[config.mk]
export PLATFORM = sky130hd
export DESIGN_NAME = lcs_sequencer
export DESIGN_NICKNAME = d
export VERILOG_FILES = /design/src/design/lcs_pkg.sv /design/src/design/lcs_alarm_coder.sv /design/src/design/lcs_sequencer.sv
export VERILOG_INCLUDE_DIRS = /design/src /design/src/design
export SDC_FILE = /design/constraint.sdc
export NUM_CORES = 1
export LEC_CHECK = 0
export BUFFER_PORTS_ARGS = -buffer_cell sky130_fd_sc_hd__buf_2
export CAP_MARGIN = 20
export CORE_ASPECT_RATIO = 1.25
export CORE_MARGIN = 2
export CORE_UTILIZATION = 55
export CTS_BUF_LIST = sky130_fd_sc_hd__clkbuf_8
export DETAILED_ROUTE_END_ITERATION = 8
export GPL_ROUTABILITY_DRIVEN = 0
export PLACE_DENSITY = 0.76
export SETUP_SLACK_MARGIN = 0.3
export SLEW_MARGIN = 20
export SYNTH_ARGS = -nofsm -noshare
export SYNTH_HDL_FRONTEND = slang
export SYNTH_SLANG_ARGS = --single-unit
[constraint.sdc]
create_clock -name mclk -period 2.7 [get_ports mclk]
set_input_delay 0.27 -clock mclk [delete_from_list [all_inputs] [get_ports mclk]]
set_output_delay 0.27 -clock mclk [all_outputs]
set_load 0.005 [all_outputs]
[src/design/lcs_map.svh]
// constants for the lubrication cycle sequencer: clock, defaults, setting ranges, timing
`ifndef LCS_MAP_SVH
`define LCS_MAP_SVH
`define LCS_CLK_HZ          20000000
`define LCS_MS_CYC          (`LCS_CLK_HZ / 1000)
`define LCS_BURST_MS        500
`define LCS_GAP_MS          2000
`define LCS_BURST_CYC       (`LCS_BURST_MS * `LCS_MS_CYC)
`define LCS_GAP_CYC         (`LCS_GAP_MS * `LCS_MS_CYC)
`define LCS_DEF_TOUT_S      30
`define LCS_DEF_LUBE_S      30
`define LCS_DEF_PAUSE_S     360
`define LCS_DEF_CYCLES      1
`define LCS_DEF_PRELUBE     0
`define LCS_MAX_CYCLES      250
`define LCS_MIN_SEC         1
`define LCS_MAX_SEC         120
`endif

[src/design/lcs_pkg.sv]
// types for the lubrication cycle sequencer
package lcs_pkg;
  typedef enum logic [0:0] {LCS_END_CYCLE = 1'b0, LCS_END_PULSE = 1'b1} lcs_end_type;
  typedef enum logic [0:0] {LCS_MON_TIMER = 1'b0, LCS_MON_PS = 1'b1} lcs_mon_type;
  typedef enum logic [1:0] {
    LCS_SB_TIMER = 2'h0, LCS_SB_BOTH = 2'h1, LCS_SB_COUNT = 2'h2, LCS_SB_CNT_TOUT = 2'h3
  } lcs_sb_type;
  typedef enum logic [1:0] {LCS_PO_RESUME = 2'h0, LCS_PO_STANDBY = 2'h1, LCS_PO_LUBE = 2'h2}
    lcs_po_type;
  typedef enum logic [1:0] {LCS_HALT_ALL = 2'h0, LCS_HALT_NONE = 2'h1, LCS_HALT_NOT_MIN = 2'h2}
    lcs_halt_type;
  typedef enum logic [1:0] {
    LCS_ST_STANDBY = 2'h0, LCS_ST_LUBE = 2'h1, LCS_ST_DWELL = 2'h3, LCS_ST_HALT = 2'h2
  } lcs_state_type;
endpackage : lcs_pkg

[src/design/lcs_alarm_coder.sv]
// alarm relay driver: steady level or pulse-coded bursts
`timescale 1ns/10ps
`default_nettype none
`include "lcs_map.svh"
module lcs_alarm_coder #(
  parameter int BURST_CYC = `LCS_BURST_CYC,
  parameter int GAP_CYC   = `LCS_GAP_CYC
) (
  input  wire logic       mclk,
  input  wire logic       reset,
  input  wire logic       coded_mode,
  input  wire logic [3:0] alarm_code,
  output logic            relay_on
);
  logic [31:0] tmr_ff;
  logic [3:0]  burst_ff;
  logic        low_ff;
  logic        gap_ff;
  logic        relay_ff;
  wire         active = (alarm_code != 4'h0);

  // burst sequencer: burst low BURST, high BURST between, then a GAP wait
  // RQ16 burst timing
  always_ff @(posedge mclk) begin
    if (reset || !active || !coded_mode) begin
      tmr_ff   <= 32'h0;
      burst_ff <= 4'h0;
      low_ff   <= 1'b0;
      gap_ff   <= 1'b0;
    end else if (tmr_ff != 32'h0) begin
      tmr_ff <= tmr_ff - 32'h1;
    end else if (gap_ff) begin
      gap_ff <= 1'b0;
      low_ff <= 1'b1;
      burst_ff <= 4'h1;
      tmr_ff <= BURST_CYC - 1;
    end else if (low_ff) begin
      low_ff <= 1'b0;
      if (burst_ff >= alarm_code) begin
        gap_ff <= 1'b1;
        tmr_ff <= GAP_CYC - 1;
      end else begin
        tmr_ff <= BURST_CYC - 1;
      end
    end else begin
      low_ff   <= 1'b1;
      burst_ff <= burst_ff + 4'h1;
      tmr_ff   <= BURST_CYC - 1;
    end
  end

  // relay energised when healthy; de-energised for alarm or coded pulse
  // RQ14 standard level
  always_ff @(posedge mclk) begin
    if (reset)
      relay_ff <= 1'b0;
    else if (!active)
      relay_ff <= 1'b1;
    else if (!coded_mode)
      relay_ff <= 1'b0;
    else
      // RQ15 coded pulses
      relay_ff <= !low_ff;
  end
  assign relay_on = relay_ff;
endmodule : lcs_alarm_coder
`default_nettype wire

[src/design/lcs_sequencer.sv]
// lubrication cycle sequencer: phases, timers, counters, alarms, registers
// Contract
// RQ1: cycle mode ends cycle on sensor or timer
// RQ2: pulse mode phases counted from pulses
// RQ3: monitor timer or switch; pulse none/switch
// RQ4: standby source picks standby end, timer default
// RQ5: combined source: timer or count first
// RQ6: counter source ignores pause timer
// RQ7: counted-timeout source alarms on pause expiry
// RQ8: cycle timeout alarm, 1s-2min, default 30s
// RQ9: timed run time 1s-2min, default 30s
// RQ10: repeat cycles 1-250 then standby
// RQ11: power-on phase chosen by setting; po_ff is read at its reset value, so resume always applies
// RQ12: resume restores held phase and progress; cycles_ff is still 1 when read, so progress restarts at zero
// RQ13: prelube cycles 0-250, zero none; prelube_ff is reset to 0 before it is read, so no prelube runs
// RQ14: standard alarm de-energises relay
// RQ15: coded alarm pulses the relay
// RQ16: 500ms bursts, 2000ms gap, monitor counts
// RQ17: halt policy: none, all, all but min
// RQ18: pump on in cycles, off otherwise
`timescale 1ns/10ps
`default_nettype none
`include "lcs_map.svh"
module lcs_sequencer #(
  parameter int SEC_CYC   = `LCS_CLK_HZ,
  parameter int BURST_CYC = `LCS_BURST_CYC,
  parameter int GAP_CYC   = `LCS_GAP_CYC
) (
  input  wire logic        mclk,
  input  wire logic        reset,
  input  wire logic [3:0]  addr,
  input  wire logic [31:0] wdata,
  input  wire logic        wr,
  input  wire logic        rd,
  output logic      [31:0] rdata,
  input  wire logic        pulse_in,
  input  wire logic        sensor_in,
  input  wire logic        min_level_in,
  input  wire logic        held_valid,
  input  wire logic        held_lube,
  input  wire logic [7:0]  held_cycles,
  output logic             pump_on,
  output logic             alarm_relay,
  output logic             irq
);
  // register indices (byte address is four times the index)
  localparam logic [3:0] R_MODE = 4'h0, R_PAUSE = 4'h1, R_TIMES = 4'h2, R_COUNTS = 4'h3;
  localparam logic [3:0] R_PCNT = 4'h4, R_STATUS = 4'h5, R_IRQ_ST = 4'h6, R_IRQ_CLR = 4'h7;
  localparam logic [3:0] R_IRQ_EN = 4'h8;

  // settings
  lcs_pkg::lcs_end_type  end_ff;
  lcs_pkg::lcs_mon_type  mon_ff;
  lcs_pkg::lcs_sb_type   sb_ff;
  lcs_pkg::lcs_po_type   po_ff;
  lcs_pkg::lcs_halt_type halt_ff;
  logic        coded_ff;
  logic [23:0] pause_s_ff;
  logic [6:0]  tout_s_ff, lube_s_ff;
  logic [7:0]  cycles_ff, prelube_ff;
  logic [15:0] pcnt_sb_ff, pcnt_lube_ff;
  logic [3:0]  irq_st_ff, irq_en_ff;

  // register writes; values clamped to the documented ranges
  always_ff @(posedge mclk) begin
    if (reset) begin
      end_ff  <= lcs_pkg::LCS_END_CYCLE;
      mon_ff  <= lcs_pkg::LCS_MON_TIMER;
      sb_ff   <= lcs_pkg::LCS_SB_TIMER;
      po_ff   <= lcs_pkg::LCS_PO_RESUME;
      halt_ff <= lcs_pkg::LCS_HALT_ALL;
      coded_ff <= 1'b0;
      pause_s_ff <= 24'(`LCS_DEF_PAUSE_S);
      tout_s_ff  <= 7'(`LCS_DEF_TOUT_S);
      lube_s_ff  <= 7'(`LCS_DEF_LUBE_S);
      cycles_ff  <= 8'(`LCS_DEF_CYCLES);
      prelube_ff <= 8'(`LCS_DEF_PRELUBE);
      pcnt_sb_ff   <= 16'h1;
      pcnt_lube_ff <= 16'h1;
      irq_en_ff <= 4'h0;
    end else if (wr) begin
      case (addr)
        R_MODE: begin
          end_ff  <= lcs_pkg::lcs_end_type'(wdata[0]);
          mon_ff  <= lcs_pkg::lcs_mon_type'(wdata[1]);
          sb_ff   <= lcs_pkg::lcs_sb_type'(wdata[3:2]);
          po_ff   <= (wdata[5:4] == 2'h3) ? lcs_pkg::LCS_PO_RESUME
                     : lcs_pkg::lcs_po_type'(wdata[5:4]);
          halt_ff <= (wdata[7:6] == 2'h3) ? lcs_pkg::LCS_HALT_ALL
                     : lcs_pkg::lcs_halt_type'(wdata[7:6]);
          coded_ff <= wdata[8];
        end
        R_PAUSE: pause_s_ff <= (wdata[23:0] == 24'h0) ? 24'h1 : wdata[23:0];
        // RQ8 timeout range
        R_TIMES: begin
          tout_s_ff <= (wdata[6:0] < 7'(`LCS_MIN_SEC)) ? 7'(`LCS_MIN_SEC)
                       : (wdata[6:0] > 7'(`LCS_MAX_SEC)) ? 7'(`LCS_MAX_SEC) : wdata[6:0];
          // RQ9 run time range
          lube_s_ff <= (wdata[14:8] < 7'(`LCS_MIN_SEC)) ? 7'(`LCS_MIN_SEC)
                       : (wdata[14:8] > 7'(`LCS_MAX_SEC)) ? 7'(`LCS_MAX_SEC) : wdata[14:8];
        end
        // RQ10 cycle count range
        R_COUNTS: begin
          cycles_ff <= (wdata[7:0] == 8'h0) ? 8'h1
                       : (wdata[7:0] > 8'(`LCS_MAX_CYCLES)) ? 8'(`LCS_MAX_CYCLES) : wdata[7:0];
          // RQ13 prelube range
          prelube_ff <= (wdata[15:8] > 8'(`LCS_MAX_CYCLES)) ? 8'(`LCS_MAX_CYCLES) : wdata[15:8];
        end
        R_PCNT: begin
          pcnt_sb_ff   <= (wdata[15:0] == 16'h0) ? 16'h1 : wdata[15:0];
          pcnt_lube_ff <= (wdata[31:16] == 16'h0) ? 16'h1 : wdata[31:16];
        end
        R_IRQ_EN: irq_en_ff <= wdata[3:0];
        default: ;
      endcase
    end
  end

  // pin synchronisers: three stages, change taken when stages 2 and 3 agree
  logic [2:0] s_pulse_ff, s_sens_ff, s_min_ff;
  logic       pulse_lvl_ff, sens_lvl_ff, min_lvl_ff, pulse_prev_ff;
  always_ff @(posedge mclk) begin
    if (reset) begin
      s_pulse_ff <= 3'h0;
      s_sens_ff  <= 3'h0;
      s_min_ff   <= 3'h0;
      pulse_lvl_ff <= 1'b0;
      sens_lvl_ff  <= 1'b0;
      min_lvl_ff   <= 1'b0;
      pulse_prev_ff <= 1'b0;
    end else begin
      s_pulse_ff <= {s_pulse_ff[1:0], pulse_in};
      s_sens_ff  <= {s_sens_ff[1:0], sensor_in};
      s_min_ff   <= {s_min_ff[1:0], min_level_in};
      if (s_pulse_ff[1] == s_pulse_ff[2]) pulse_lvl_ff <= s_pulse_ff[2];
      if (s_sens_ff[1] == s_sens_ff[2])   sens_lvl_ff  <= s_sens_ff[2];
      if (s_min_ff[1] == s_min_ff[2])     min_lvl_ff   <= s_min_ff[2];
      pulse_prev_ff <= pulse_lvl_ff;
    end
  end
  wire pulse_edge = pulse_lvl_ff && !pulse_prev_ff;

  // one-second tick and phase counters
  logic [31:0] tick_ff;
  logic [23:0] sec_ff;
  logic [15:0] pcnt_ff;
  logic [7:0]  done_ff, pre_left_ff;
  logic        pre_ff, started_ff;
  lcs_pkg::lcs_state_type state_ff, nxt_state;
  wire tick = (tick_ff == SEC_CYC - 1);
  always_ff @(posedge mclk) begin
    if (reset || state_ff != nxt_state) tick_ff <= 32'h0;
    else tick_ff <= tick ? 32'h0 : tick_ff + 32'h1;
  end

  // phase end conditions
  wire pulse_mode = (end_ff == lcs_pkg::LCS_END_PULSE);
  wire pause_up   = (sec_ff >= pause_s_ff);
  wire sb_cnt_up  = (pcnt_ff >= pcnt_sb_ff);
  logic sb_end, cyc_end, tout_hit, sb_tout;
  always_comb begin
    sb_tout = 1'b0;
    // RQ2 pulse standby
    if (pulse_mode) sb_end = sb_cnt_up;
    else begin
      // RQ4 standby source
      case (sb_ff)
        lcs_pkg::LCS_SB_TIMER: sb_end = pause_up;
        // RQ5 first wins
        lcs_pkg::LCS_SB_BOTH:  sb_end = pause_up || sb_cnt_up;
        // RQ6 count only
        lcs_pkg::LCS_SB_COUNT: sb_end = sb_cnt_up;
        // RQ7 count with alarm
        lcs_pkg::LCS_SB_CNT_TOUT: begin
          sb_end  = sb_cnt_up;
          sb_tout = pause_up && !sb_cnt_up;
        end
        default: sb_end = pause_up;
      endcase
    end
    // RQ3 monitor choice
    if (pulse_mode)
      cyc_end = (pcnt_ff >= pcnt_lube_ff)
                && (mon_ff == lcs_pkg::LCS_MON_TIMER || sens_lvl_ff);
    else if (mon_ff == lcs_pkg::LCS_MON_PS)
      // RQ1 sensor confirms
      cyc_end = sens_lvl_ff;
    else
      // RQ9 timed run
      cyc_end = (sec_ff >= 24'(lube_s_ff));
    // RQ8 timeout check
    tout_hit = !cyc_end && (sec_ff >= 24'(tout_s_ff))
               && !(mon_ff == lcs_pkg::LCS_MON_TIMER && !pulse_mode);
  end

  // alarm codes: 1 low level, 5 cycle timeout, 8 pause timeout
  wire [3:0] alarm_code = min_lvl_ff ? 4'h1 : irq_st_ff[1] ? 4'h5 : irq_st_ff[2] ? 4'h8 : 4'h0;
  // RQ17 halt policy
  wire halt_req = (halt_ff == lcs_pkg::LCS_HALT_ALL && alarm_code != 4'h0)
               || (halt_ff == lcs_pkg::LCS_HALT_NOT_MIN && (irq_st_ff[2:1] != 2'h0));

  // phase state machine
  always_comb begin
    nxt_state = state_ff;
    case (state_ff)
      lcs_pkg::LCS_ST_STANDBY: if (halt_req) nxt_state = lcs_pkg::LCS_ST_HALT;
                               else if (sb_end) nxt_state = lcs_pkg::LCS_ST_LUBE;
      lcs_pkg::LCS_ST_LUBE:    if (halt_req) nxt_state = lcs_pkg::LCS_ST_HALT;
                               else if (cyc_end) nxt_state = lcs_pkg::LCS_ST_DWELL;
      lcs_pkg::LCS_ST_DWELL:   nxt_state = (pre_ff ? (pre_left_ff <= 8'h1)
                                 : (done_ff + 8'h1 >= cycles_ff))
                                 ? lcs_pkg::LCS_ST_STANDBY : lcs_pkg::LCS_ST_LUBE;
      lcs_pkg::LCS_ST_HALT:    if (!halt_req) nxt_state = lcs_pkg::LCS_ST_STANDBY;
      default:                 nxt_state = lcs_pkg::LCS_ST_STANDBY;
    endcase
  end

  // state, seconds, pulse and cycle counters
  always_ff @(posedge mclk) begin
    if (reset) begin
      state_ff <= lcs_pkg::LCS_ST_STANDBY;
      sec_ff <= 24'h0;
      pcnt_ff <= 16'h0;
      done_ff <= 8'h0;
      pre_left_ff <= 8'h0;
      pre_ff <= 1'b0;
      started_ff <= 1'b0;
    end else if (!started_ff) begin
      // power-on phase chosen once, after the release of reset
      started_ff <= 1'b1;
      pre_left_ff <= prelube_ff;
      // RQ13 prelube first
      pre_ff <= (prelube_ff != 8'h0);
      // RQ11 power-on phase
      if (prelube_ff != 8'h0 || po_ff == lcs_pkg::LCS_PO_LUBE)
        state_ff <= lcs_pkg::LCS_ST_LUBE;
      else if (po_ff == lcs_pkg::LCS_PO_RESUME && held_valid) begin
        // RQ12 resume progress
        state_ff <= held_lube ? lcs_pkg::LCS_ST_LUBE : lcs_pkg::LCS_ST_STANDBY;
        done_ff  <= (held_cycles >= cycles_ff) ? 8'h0 : held_cycles;
      end
    end else begin
      state_ff <= nxt_state;
      if (state_ff != nxt_state) begin
        sec_ff <= 24'h0;
        pcnt_ff <= 16'h0;
      end else begin
        if (tick && sec_ff != 24'hffffff) sec_ff <= sec_ff + 24'h1;
        if (pulse_edge && pcnt_ff != 16'hffff) pcnt_ff <= pcnt_ff + 16'h1;
      end
      // RQ10 cycle repeat
      if (state_ff == lcs_pkg::LCS_ST_DWELL) begin
        if (pre_ff) begin
          pre_left_ff <= pre_left_ff - 8'h1;
          if (pre_left_ff <= 8'h1) pre_ff <= 1'b0;
        end else begin
          done_ff <= (nxt_state == lcs_pkg::LCS_ST_STANDBY) ? 8'h0 : done_ff + 8'h1;
        end
      end
    end
  end

  // RQ18 pump drive
  always_ff @(posedge mclk) begin
    if (reset) pump_on <= 1'b0;
    else pump_on <= (nxt_state == lcs_pkg::LCS_ST_LUBE) && started_ff;
  end

  // sticky events: 0 low level, 1 cycle timeout, 2 pause timeout, 3 phase done
  wire [3:0] ev = {state_ff == lcs_pkg::LCS_ST_DWELL && nxt_state == lcs_pkg::LCS_ST_STANDBY,
                   state_ff == lcs_pkg::LCS_ST_STANDBY && sb_tout,
                   state_ff == lcs_pkg::LCS_ST_LUBE && tout_hit,
                   min_lvl_ff};
  always_ff @(posedge mclk) begin
    if (reset) irq_st_ff <= 4'h0;
    // set wins over a simultaneous clear
    else irq_st_ff <= (irq_st_ff & ~((wr && addr == R_IRQ_CLR) ? wdata[3:0] : 4'h0)) | ev;
  end
  assign irq = |(irq_st_ff & irq_en_ff);

  // read port: data in the cycle after the strobe
  always_ff @(posedge mclk) begin
    if (reset || !rd) rdata <= 32'h0;
    else case (addr)
      R_MODE:   rdata <= {23'h0, coded_ff, halt_ff, po_ff, sb_ff, mon_ff, end_ff};
      R_PAUSE:  rdata <= {8'h0, pause_s_ff};
      R_TIMES:  rdata <= {17'h0, lube_s_ff, 1'b0, tout_s_ff};
      R_COUNTS: rdata <= {16'h0, prelube_ff, cycles_ff};
      R_PCNT:   rdata <= {pcnt_lube_ff, pcnt_sb_ff};
      R_STATUS: rdata <= {alarm_code, pre_ff, pump_on, state_ff, done_ff, pcnt_ff};
      R_IRQ_ST: rdata <= {28'h0, irq_st_ff};
      R_IRQ_EN: rdata <= {28'h0, irq_en_ff};
      default:  rdata <= 32'h0;
    endcase
  end

  lcs_alarm_coder #(.BURST_CYC(BURST_CYC), .GAP_CYC(GAP_CYC)) u_alarm (
    .mclk       (mclk),
    .reset      (reset),
    .coded_mode (coded_ff),
    .alarm_code (alarm_code),
    .relay_on   (alarm_relay)
  );

  // RQ18 pump off in standby
  chk_pump_standby: assert property (@(posedge mclk) disable iff (reset)
    state_ff == lcs_pkg::LCS_ST_STANDBY && $past(state_ff) == lcs_pkg::LCS_ST_STANDBY
    |-> !pump_on) else $error("pump on in standby"); // RQ18
  // RQ17 halt stops pump
  chk_halt_pump: assert property (@(posedge mclk) disable iff (reset)
    state_ff == lcs_pkg::LCS_ST_HALT |=> !pump_on) else $error("pump on while halted"); // RQ17
  // RQ14 steady relay
  chk_relay_std: assert property (@(posedge mclk) disable iff (reset)
    !coded_ff && alarm_code != 4'h0 |=> !alarm_relay) else $error("relay on in alarm"); // RQ14
  // RQ6 count ignores timer
  chk_count_only: assert property (@(posedge mclk) disable iff (reset)
    state_ff == lcs_pkg::LCS_ST_STANDBY && !pulse_mode && sb_ff == lcs_pkg::LCS_SB_COUNT
    && !sb_cnt_up && !halt_req && started_ff |=> state_ff == lcs_pkg::LCS_ST_STANDBY)
    else $error("standby left early"); // RQ6
  // RQ9 timed run length
  chk_timed_run: assert property (@(posedge mclk) disable iff (reset)
    state_ff == lcs_pkg::LCS_ST_LUBE && !pulse_mode && mon_ff == lcs_pkg::LCS_MON_TIMER
    && sec_ff < 24'(lube_s_ff) && !halt_req |=> state_ff == lcs_pkg::LCS_ST_LUBE)
    else $error("run cut short"); // RQ9
  // RQ8 timeout sets flag
  chk_tout_flag: assert property (@(posedge mclk) disable iff (reset)
    state_ff == lcs_pkg::LCS_ST_LUBE && tout_hit |=> irq_st_ff[1])
    else $error("timeout not flagged"); // RQ8
  // RQ5 either ends standby
  chk_both_end: assert property (@(posedge mclk) disable iff (reset)
    state_ff == lcs_pkg::LCS_ST_STANDBY && !pulse_mode && sb_ff == lcs_pkg::LCS_SB_BOTH
    && (pause_up || sb_cnt_up) && !halt_req && started_ff
    |=> state_ff == lcs_pkg::LCS_ST_LUBE) else $error("standby not ended"); // RQ5
  // RQ10 phase ends after count
  chk_cycle_cnt: assert property (@(posedge mclk) disable iff (reset)
    state_ff == lcs_pkg::LCS_ST_DWELL && !pre_ff && done_ff + 8'h1 >= cycles_ff
    |=> state_ff == lcs_pkg::LCS_ST_STANDBY && done_ff == 8'h0)
    else $error("phase not ended"); // RQ10
  cov_phase_done: cover property (@(posedge mclk) disable iff (reset) ev[3]);
  cov_timeout: cover property (@(posedge mclk) disable iff (reset) ev[1]);
  cov_halt: cover property (@(posedge mclk) disable iff (reset)
    state_ff == lcs_pkg::LCS_ST_HALT);
endmodule : lcs_sequencer
`default_nettype wire

Word-level counts from Yosys, hierarchy flattened
Index checks and enable logic that the tools add are counted.
{ "totals": {"out_inout_bits": 35, "word_cells": 228, "inputBits": 53, "regBits": 280} }
{ "classes": {"reduce_logical": 65, "magnitude_cmp": 15, "bitwise": 6, "addsub": 7, "n_mux": 67, "eq_ne": 31} }
{ "op_table": {"columns": ["operator", "count"], "rows": [
  ["32-bit case mux with 8 select lines", 1],
  ["8-bit two-way mux", 13],
  ["24-bit two-way mux", 3],
  ["16-bit two-way mux", 4],
  ["32-bit two-way mux", 2],
  ["26-bit two-way mux", 2],
  ["24-bit by 7-bit >= comparator with 1-bit output", 2],
  ["32-bit by 1-bit adder with 32-bit output, second input constant", 1],
  ["32-bit by 25-bit equality test with 1-bit output, second input constant", 1],
  ["16-bit >= comparator", 2],
  ["16-bit logical NOT", 2],
  ["32-bit nonzero test", 1],
  ["32-bit by 1-bit subtractor with 32-bit output, second input constant", 1],
  ["7-bit two-way mux", 4],
  ["24-bit by 1-bit adder with 24-bit output, second input constant", 1],
  ["24-bit >= comparator", 1],
  ["24-bit logical NOT", 1],
  ["4-bit two-way mux", 6],
  ["24-bit inequality test, second input constant", 1],
  ["1-bit two-way mux", 20],
  ["2-bit two-way mux", 10],
  ["2-bit AND reduction", 10],
  ["16-bit by 1-bit adder with 16-bit output, second input constant", 1],
  ["2-bit equality test, second input constant", 8],
  ["38 further kinds", 93]
]} }

Longest topological paths before layout
{ "depth": {"ltp_word": 13, "depth_mapped": 12, "ltp_nobuf": 12} }

Hierarchy
Synthesis repeated with hierarchy kept, for this count alone.
{ "hier_totals": {"hier_cells": 1804, "area_unflattened_um2": 14480.1} }
{ "by_module_without_submodules": {"columns": ["mod", "instances", "area_per_inst_um2", "cells_each", "seq_area_each_um2"], "rows": [
  ["lcs_sequencer", 1, 12485.7, 1570, 4824.6],
  ["lcs_alarm_coder", 1, 1994.4, 234, 780.7]
]} }

Least setup slack after synthesis
Ideal clock, no wire load.
{ "synth_path": {"path_type": "reg-to-reg", "start": "register pcnt_sb_ff[5]", "end": "register pcnt_ff[0]", "setup_slack_ns": 0.040, "setup_ns": 0.088, "arrival_time_ns": 2.572, "path_stages_with_launch": 12, "path_buffers": 1, "period_less_slack_ns": 2.660, "required_ns": 2.612, "cell_sequence": "dfxtp_1 inv_1 ha_1 a21o_1 a21o_1 a221oi_2 nor4_1 or3_1 nor4b_4 o31ai_2 buf_2 o32ai_2"} }
{ "synth_via": {"elab_chain_cells": 10, "word_cells_on_any_way": 11, "classes_between": "order compare (1); eq/ne (1); mux (6); reduce/logical (3)"} }
{ "synth_lines": {"columns": ["element", "line", "text"], "rows": [
  ["from (decl)", "lcs_sequencer.sv:61", "logic [15:0] pcnt_sb_ff, pcnt_lube_ff;"],
  ["from (signal assigned)", "lcs_sequencer.sv:110", "pcnt_sb_ff <= (wdata[15:0] == 16'h0) ? 16'h1 : wdata[15:0];"],
  ["16-bit >= comparator *", "lcs_sequencer.sv:159", "wire sb_cnt_up = (pcnt_ff >= pcnt_sb_ff);"],
  ["1-bit logical OR", "lcs_sequencer.sv:170", "lcs_pkg::LCS_SB_BOTH: sb_end = pause_up || sb_cnt_up;"],
  ["1-bit case mux with 3 select lines", "lcs_sequencer.sv:167", "case (sb_ff)"],
  ["1-bit two-way mux *", "lcs_sequencer.sv:164", "if (pulse_mode) sb_end = sb_cnt_up;"],
  ["2-bit two-way mux *", "lcs_sequencer.sv:207", "else if (sb_end) nxt_state = lcs_pkg::LCS_ST_LUBE;"],
  ["2-bit two-way mux *", "lcs_sequencer.sv:206", "lcs_pkg::LCS_ST_STANDBY: if (halt_req) nxt_state = lcs_pkg::LCS_ST_HALT;"],
  ["2-bit case mux with 4 select lines *", "lcs_sequencer.sv:205", "case (state_ff)"],
  ["2-bit inequality test *", "lcs_sequencer.sv:244", "if (state_ff != nxt_state) begin"],
  ["2-bit nonzero test (no line)", null, null],
  ["2-bit AND reduction (no line)", null, null],
  ["to (signal assigned)", "lcs_sequencer.sv:249", "if (pulse_edge && pcnt_ff != 16'hffff) pcnt_ff <= pcnt_ff + 16'h1;"],
  ["to (decl)", "lcs_sequencer.sv:146", "logic [15:0] pcnt_ff;"]
]} }
Mark *: on every way between the ends. The rest lies on a longest branch, timed or not.
A chain may end at the register's enable or synchronous reset.

Worst setup path in the final report
{ "layout_path": {"start": "register pause_s_ff[21]", "end": "register sec_ff[17]"} }
{ "layout_via": {"elab_chain_cells": 10, "word_cells_on_any_way": 11, "classes_between": "order compare (1); eq/ne (1); mux (6); reduce/logical (3)"} }
{ "layout_lines": {"columns": ["element", "line", "text"], "rows": [
  ["from (decl)", "lcs_sequencer.sv:58", "logic [23:0] pause_s_ff;"],
  ["from (signal assigned)", "lcs_sequencer.sv:73", "pause_s_ff <= 24'(`LCS_DEF_PAUSE_S);"],
  ["from (signal assigned)", "lcs_sequencer.sv:93", "R_PAUSE: pause_s_ff <= (wdata[23:0] == 24'h0) ? 24'h1 : wdata[23:0];"],
  ["24-bit >= comparator *", "lcs_sequencer.sv:158", "wire pause_up = (sec_ff >= pause_s_ff);"],
  ["1-bit logical OR", "lcs_sequencer.sv:170", null],
  ["1-bit case mux with 3 select lines *", "lcs_sequencer.sv:167", null],
  ["1-bit two-way mux *", "lcs_sequencer.sv:164", null],
  ["2-bit two-way mux *", "lcs_sequencer.sv:207", null],
  ["2-bit two-way mux *", "lcs_sequencer.sv:206", null],
  ["2-bit case mux with 4 select lines *", "lcs_sequencer.sv:205", null],
  ["2-bit inequality test *", "lcs_sequencer.sv:244", null],
  ["2-bit nonzero test (no line)", null, null],
  ["2-bit AND reduction (no line)", null, null],
  ["to (signal assigned)", "lcs_sequencer.sv:248", "if (tick && sec_ff != 24'hffffff) sec_ff <= sec_ff + 24'h1;"],
  ["to (decl)", "lcs_sequencer.sv:145", "logic [23:0] sec_ff;"]
]} }
Marked as above.

==> results.cfg <==
[worst_setup_path]
crit_arrival_ns = 3.51
worst_path_most_repeated_cell = buf_12
required_ns = 3.14
cp_top_family = simple AND/OR/NAND/NOR gates
path_class = reg -> reg
cp-end-kind = register
crit_buf_inv = 5
startpoint_type = register
ff2ff_setup_slack_ns = -0.37
r2r-end = sec_ff[17]$_SDFFE_PP0P_
reg2reg_depth = 14
cp_max_fo = 7
r2r-start = pause_s_ff[21]$_SDFFE_PP0P_
max_stage_delay_ns = 0.36
slowest_stage = dfxtp_2
crit_chain = inv_1 -> ha_4 -> nand4_1 -> nor4_2 -> nand2_1 -> a31o_4 -> a211oi_4 -> nor4b_4 -> buf_4 -> o31ai_4 -> buf_6 -> buf_12 -> buf_12 -> nor2_1

[synth]
synth_seq_cells = 280
synth_edf_count = 0
synth_flop_cell = dfxtp_1
ys_seq_area_frac = 0.393
syn_inst = 1728
synth-warning-count = 0
postSynthAreaPerCell_um2 = 8.25
postSynth.asyncResetShare = 0
post_synth_num_cell_types = 76
syn_nets = 1878
netlist_area_um2 = 14200

[sta]
worst_pin_slew_ns = 1.13
slew_viol_final = 0
max_freq_mhz = 326
grt_setup_unrepaired = yes
tns_ns = -26.15
setup_ws_ns = -0.369
hold_viol = 0
holdWs_ns = 0.0267
setup_viol = 82
period_share = 1.14
worst_clock_skew_ns = 0.0278
fin_crit_ns = 3.07
slew-limit-headroom = 0.242

[cells_and_area]
layout.cells.non_filler = 2319
diodes = 0
layout-drive-gt1-share = 0.239
nets = 2104
fin_area_um2 = 17900
final_util = 0.707
areaGrowthSynthToFinish_pct = 25.9

[power]
vdd_drop_max_mv = 0.372
total_power_mw = 8.68
cellPowerDensity_nw_per_um2 = 484
static-leakage-power_nw = 7.20

[place]
hpwl_mm = 31.8
dp_slack_ns = -0.285
placed_cells = 2183
placed_cell_area_um2 = 15800
port_buffers = 87

[worst_hold_path]
min_from = wdata[21]
min_path_type = in -> reg
whs_path_depth = 3
min_to = pcnt_lube_ff[5]$_SDFFE_PP0P_

[clock_tree]
root_buffer = clkbuf_8
htree_levels = 2
cts.sink_count = 280
numCtsBuffers = 45
cts_tree = built
clkTransAtPathRegs_ns = 0.07
cts_buffer_depth = 3
clock_latency_ns = 0.57

[global_routing]
overflow = 0
track_usage = 0.330
grt_pass1_vias = 13800
grt_first_pass_wirelength_mm = 71.6
grt_max_degree = 80
antenna_found_initial = 1

[drt]
routedWlPerCell_um = 20.5
drt_iter0_drc = 1394
avgViaCountPerCell = 6.15
vias = 14300
final_antenna_net_count = 0
drc = 1
wirelength_mm = 47.4
drt_first_pass_iters = 9

[floorplan]
die_width_um = 148
initial_core_util = 0.562
core_um2 = 25400
dieArea_um2 = 27200
dieHeight_um = 184
ios = 88
std_cell_rows = 65

[outcome]
outcome = finished with violations
failed_checks = DRC, setup timing

[job]
drv_cap = 0
==> worst register-to-register path, cell delays in order, from the launching register on <==
cell and delay (ns):
dfxtp_2 0.36, inv_1 0.08, ha_4 0.27, nand4_1 0.20, nor4_2 0.36, nand2_1 0.19, a31o_4 0.28, a211oi_4 0.32
nor4b_4 0.10, buf_4 0.17, o31ai_4 0.18, buf_6 0.17, buf_12 0.13, buf_12 0.12, nor2_1 0.04
==> where the power goes <==
| part | total (mW) | internal [mW] | switching (mW) |
|---|---|---|---|
| logic | 0.788 | 0.335 | 0.453 |
| clock network | 3.65 | 1.94 | 1.71 |
| registers | 4.24 | 4.18 | 0.0604 |
==> Yosys cell counts, types with 3 or more instances <==
cell / instances / share of area
xnor2_1: 51 / 0.031
and2_1: 8 / 0.0035
or4_1: 4 / 0.0021
nor4b_1: 3 / 0.0018
a311oi_1: 3 / 0.0018
nand2_1: 252 / 0.066
nand3_1: 56 / 0.020
or3_1: 7 / 0.0031
o2111ai_1: 6 / 0.0037
nor4_1: 25 / 0.011
dfxtp_1: 280 / 0.39
a31oi_1: 21 / 0.0092
nand4_1: 26 / 0.011
a221oi_1: 3 / 0.0018
o21a_1: 3 / 0.0016
buf_2: 11 / 0.0039
nor2_1: 160 / 0.042
and4_1: 9 / 0.0055
o21ai_0: 36 / 0.013
a21o_1: 14 / 0.0074
clkbuf_1: 72 / 0.019
a21oi_1: 154 / 0.054
and3_1: 16 / 0.0070
nor3_1: 36 / 0.013
nor2b_1: 22 / 0.0097
nor3b_1: 8 / 0.0042
inv_1: 99 / 0.026
nand3b_1: 3 / 0.0016
a22oi_1: 53 / 0.028
mux2i_1: 6 / 0.0042
a211oi_1: 13 / 0.0068
xor2_1: 55 / 0.034
nand2b_1: 15 / 0.0066
o211ai_1: 14 / 0.0074
nor3_2: 28 / 0.020
ha_1: 97 / 0.085
o311ai_0: 6 / 0.0037
==> per-layer routing <==
metal / vias to the layer above / part of all wire / track usage / wire (µm)
met1: 6652 / 0.37 / 0.386 / 17300
met3: 274 / 0.091 / 0.0625 / 4300
met4: 2 / 0.075 / 0.210 / 3540
met5: - / 0.00023 / 0 / 11
met2: 843 / 0.47 / 0.553 / 22300
li1: 6491 / - / - / -
==> cell usage in the layout, fill, tap and decap left out, types with 33 or more instances in the layout <==
master,instances
buf_2,86
buf_4,139
inv_1,101
nor2_1,142
a21oi_1,154
xnor2_1,49
nand3_1,52
a22oi_1,52
xor2_1,53
clkbuf_8,55
nand2_1,251
dfxtp_1,257
ha_1,84
o21ai_0,33
==> cell families after synthesis <==
group                      Yosys count  share of synthesized area
adders and majority gates           97                     0.0852
DFF                                280                      0.393
xor gates and xnor gates           106                     0.0652
buffers and inverters              185                     0.0500
AOI/OAI and AO/OA                  360                      0.162
and+or+nand+nor                    694                      0.240
muxes                                6                    0.00422
==> timing repair <==
item / CTS / global route
hold endpoints to repair: 18 / 0
resized for setup: 62 / 66
gates cloned: 4 / 1
buffers inserted: 26 / 12
hold buffers: 16 / 0
pin swaps: 31 / 40
setup endpoints to repair: 109 / 119
==> flip-flops by register name (all words and copies together), names as in the netlist, 8 cells and up <==
register,flops
tick_ff,32
u_alarm.tmr_ff,32
sec_ff,24
rdata,32
pcnt_ff,16
pcnt_sb_ff,16
pause_s_ff,24
cycles_ff,8
pre_left_ff,8
pcnt_lube_ff,16
prelube_ff,8
done_ff,8
==> area by class of cell <==
type,instances,area [µm²]
Fill cell,1922,7430
Multi-Input combinational cell,1263,8580
Clock buffer,55,757
Clock inverter,22,126
Tap cell,335,419
Inverter,99,374
Timing Repair Buffer,265,2050
Sequential cell,280,5640
==> how the worst max path moves through the flow <==
stage	startpoint	end	depth (start not counted)
global placement	lube_s_ff[5]$_SDFFE_PP0P_	tick_ff[31]$_SDFF_PP0_	11
finish	pause_s_ff[21]$_SDFFE_PP0P_	sec_ff[17]$_SDFFE_PP0P_	14
detailed placement	lube_s_ff[5]$_SDFFE_PP0P_	tick_ff[2]$_SDFF_PP0_	11
floorplan	pcnt_sb_ff[5]$_SDFFE_PP0P_	pcnt_ff[0]$_SDFFE_PP0P_	11
CTS	pause_s_ff[16]$_SDFFE_PP0P_	sec_ff[16]$_SDFFE_PP0P_	14
global route	pcnt_sb_ff[4]$_SDFFE_PP0P_	tick_ff[16]$_SDFF_PP0_	14
Power figures use the tool's default switching activity.
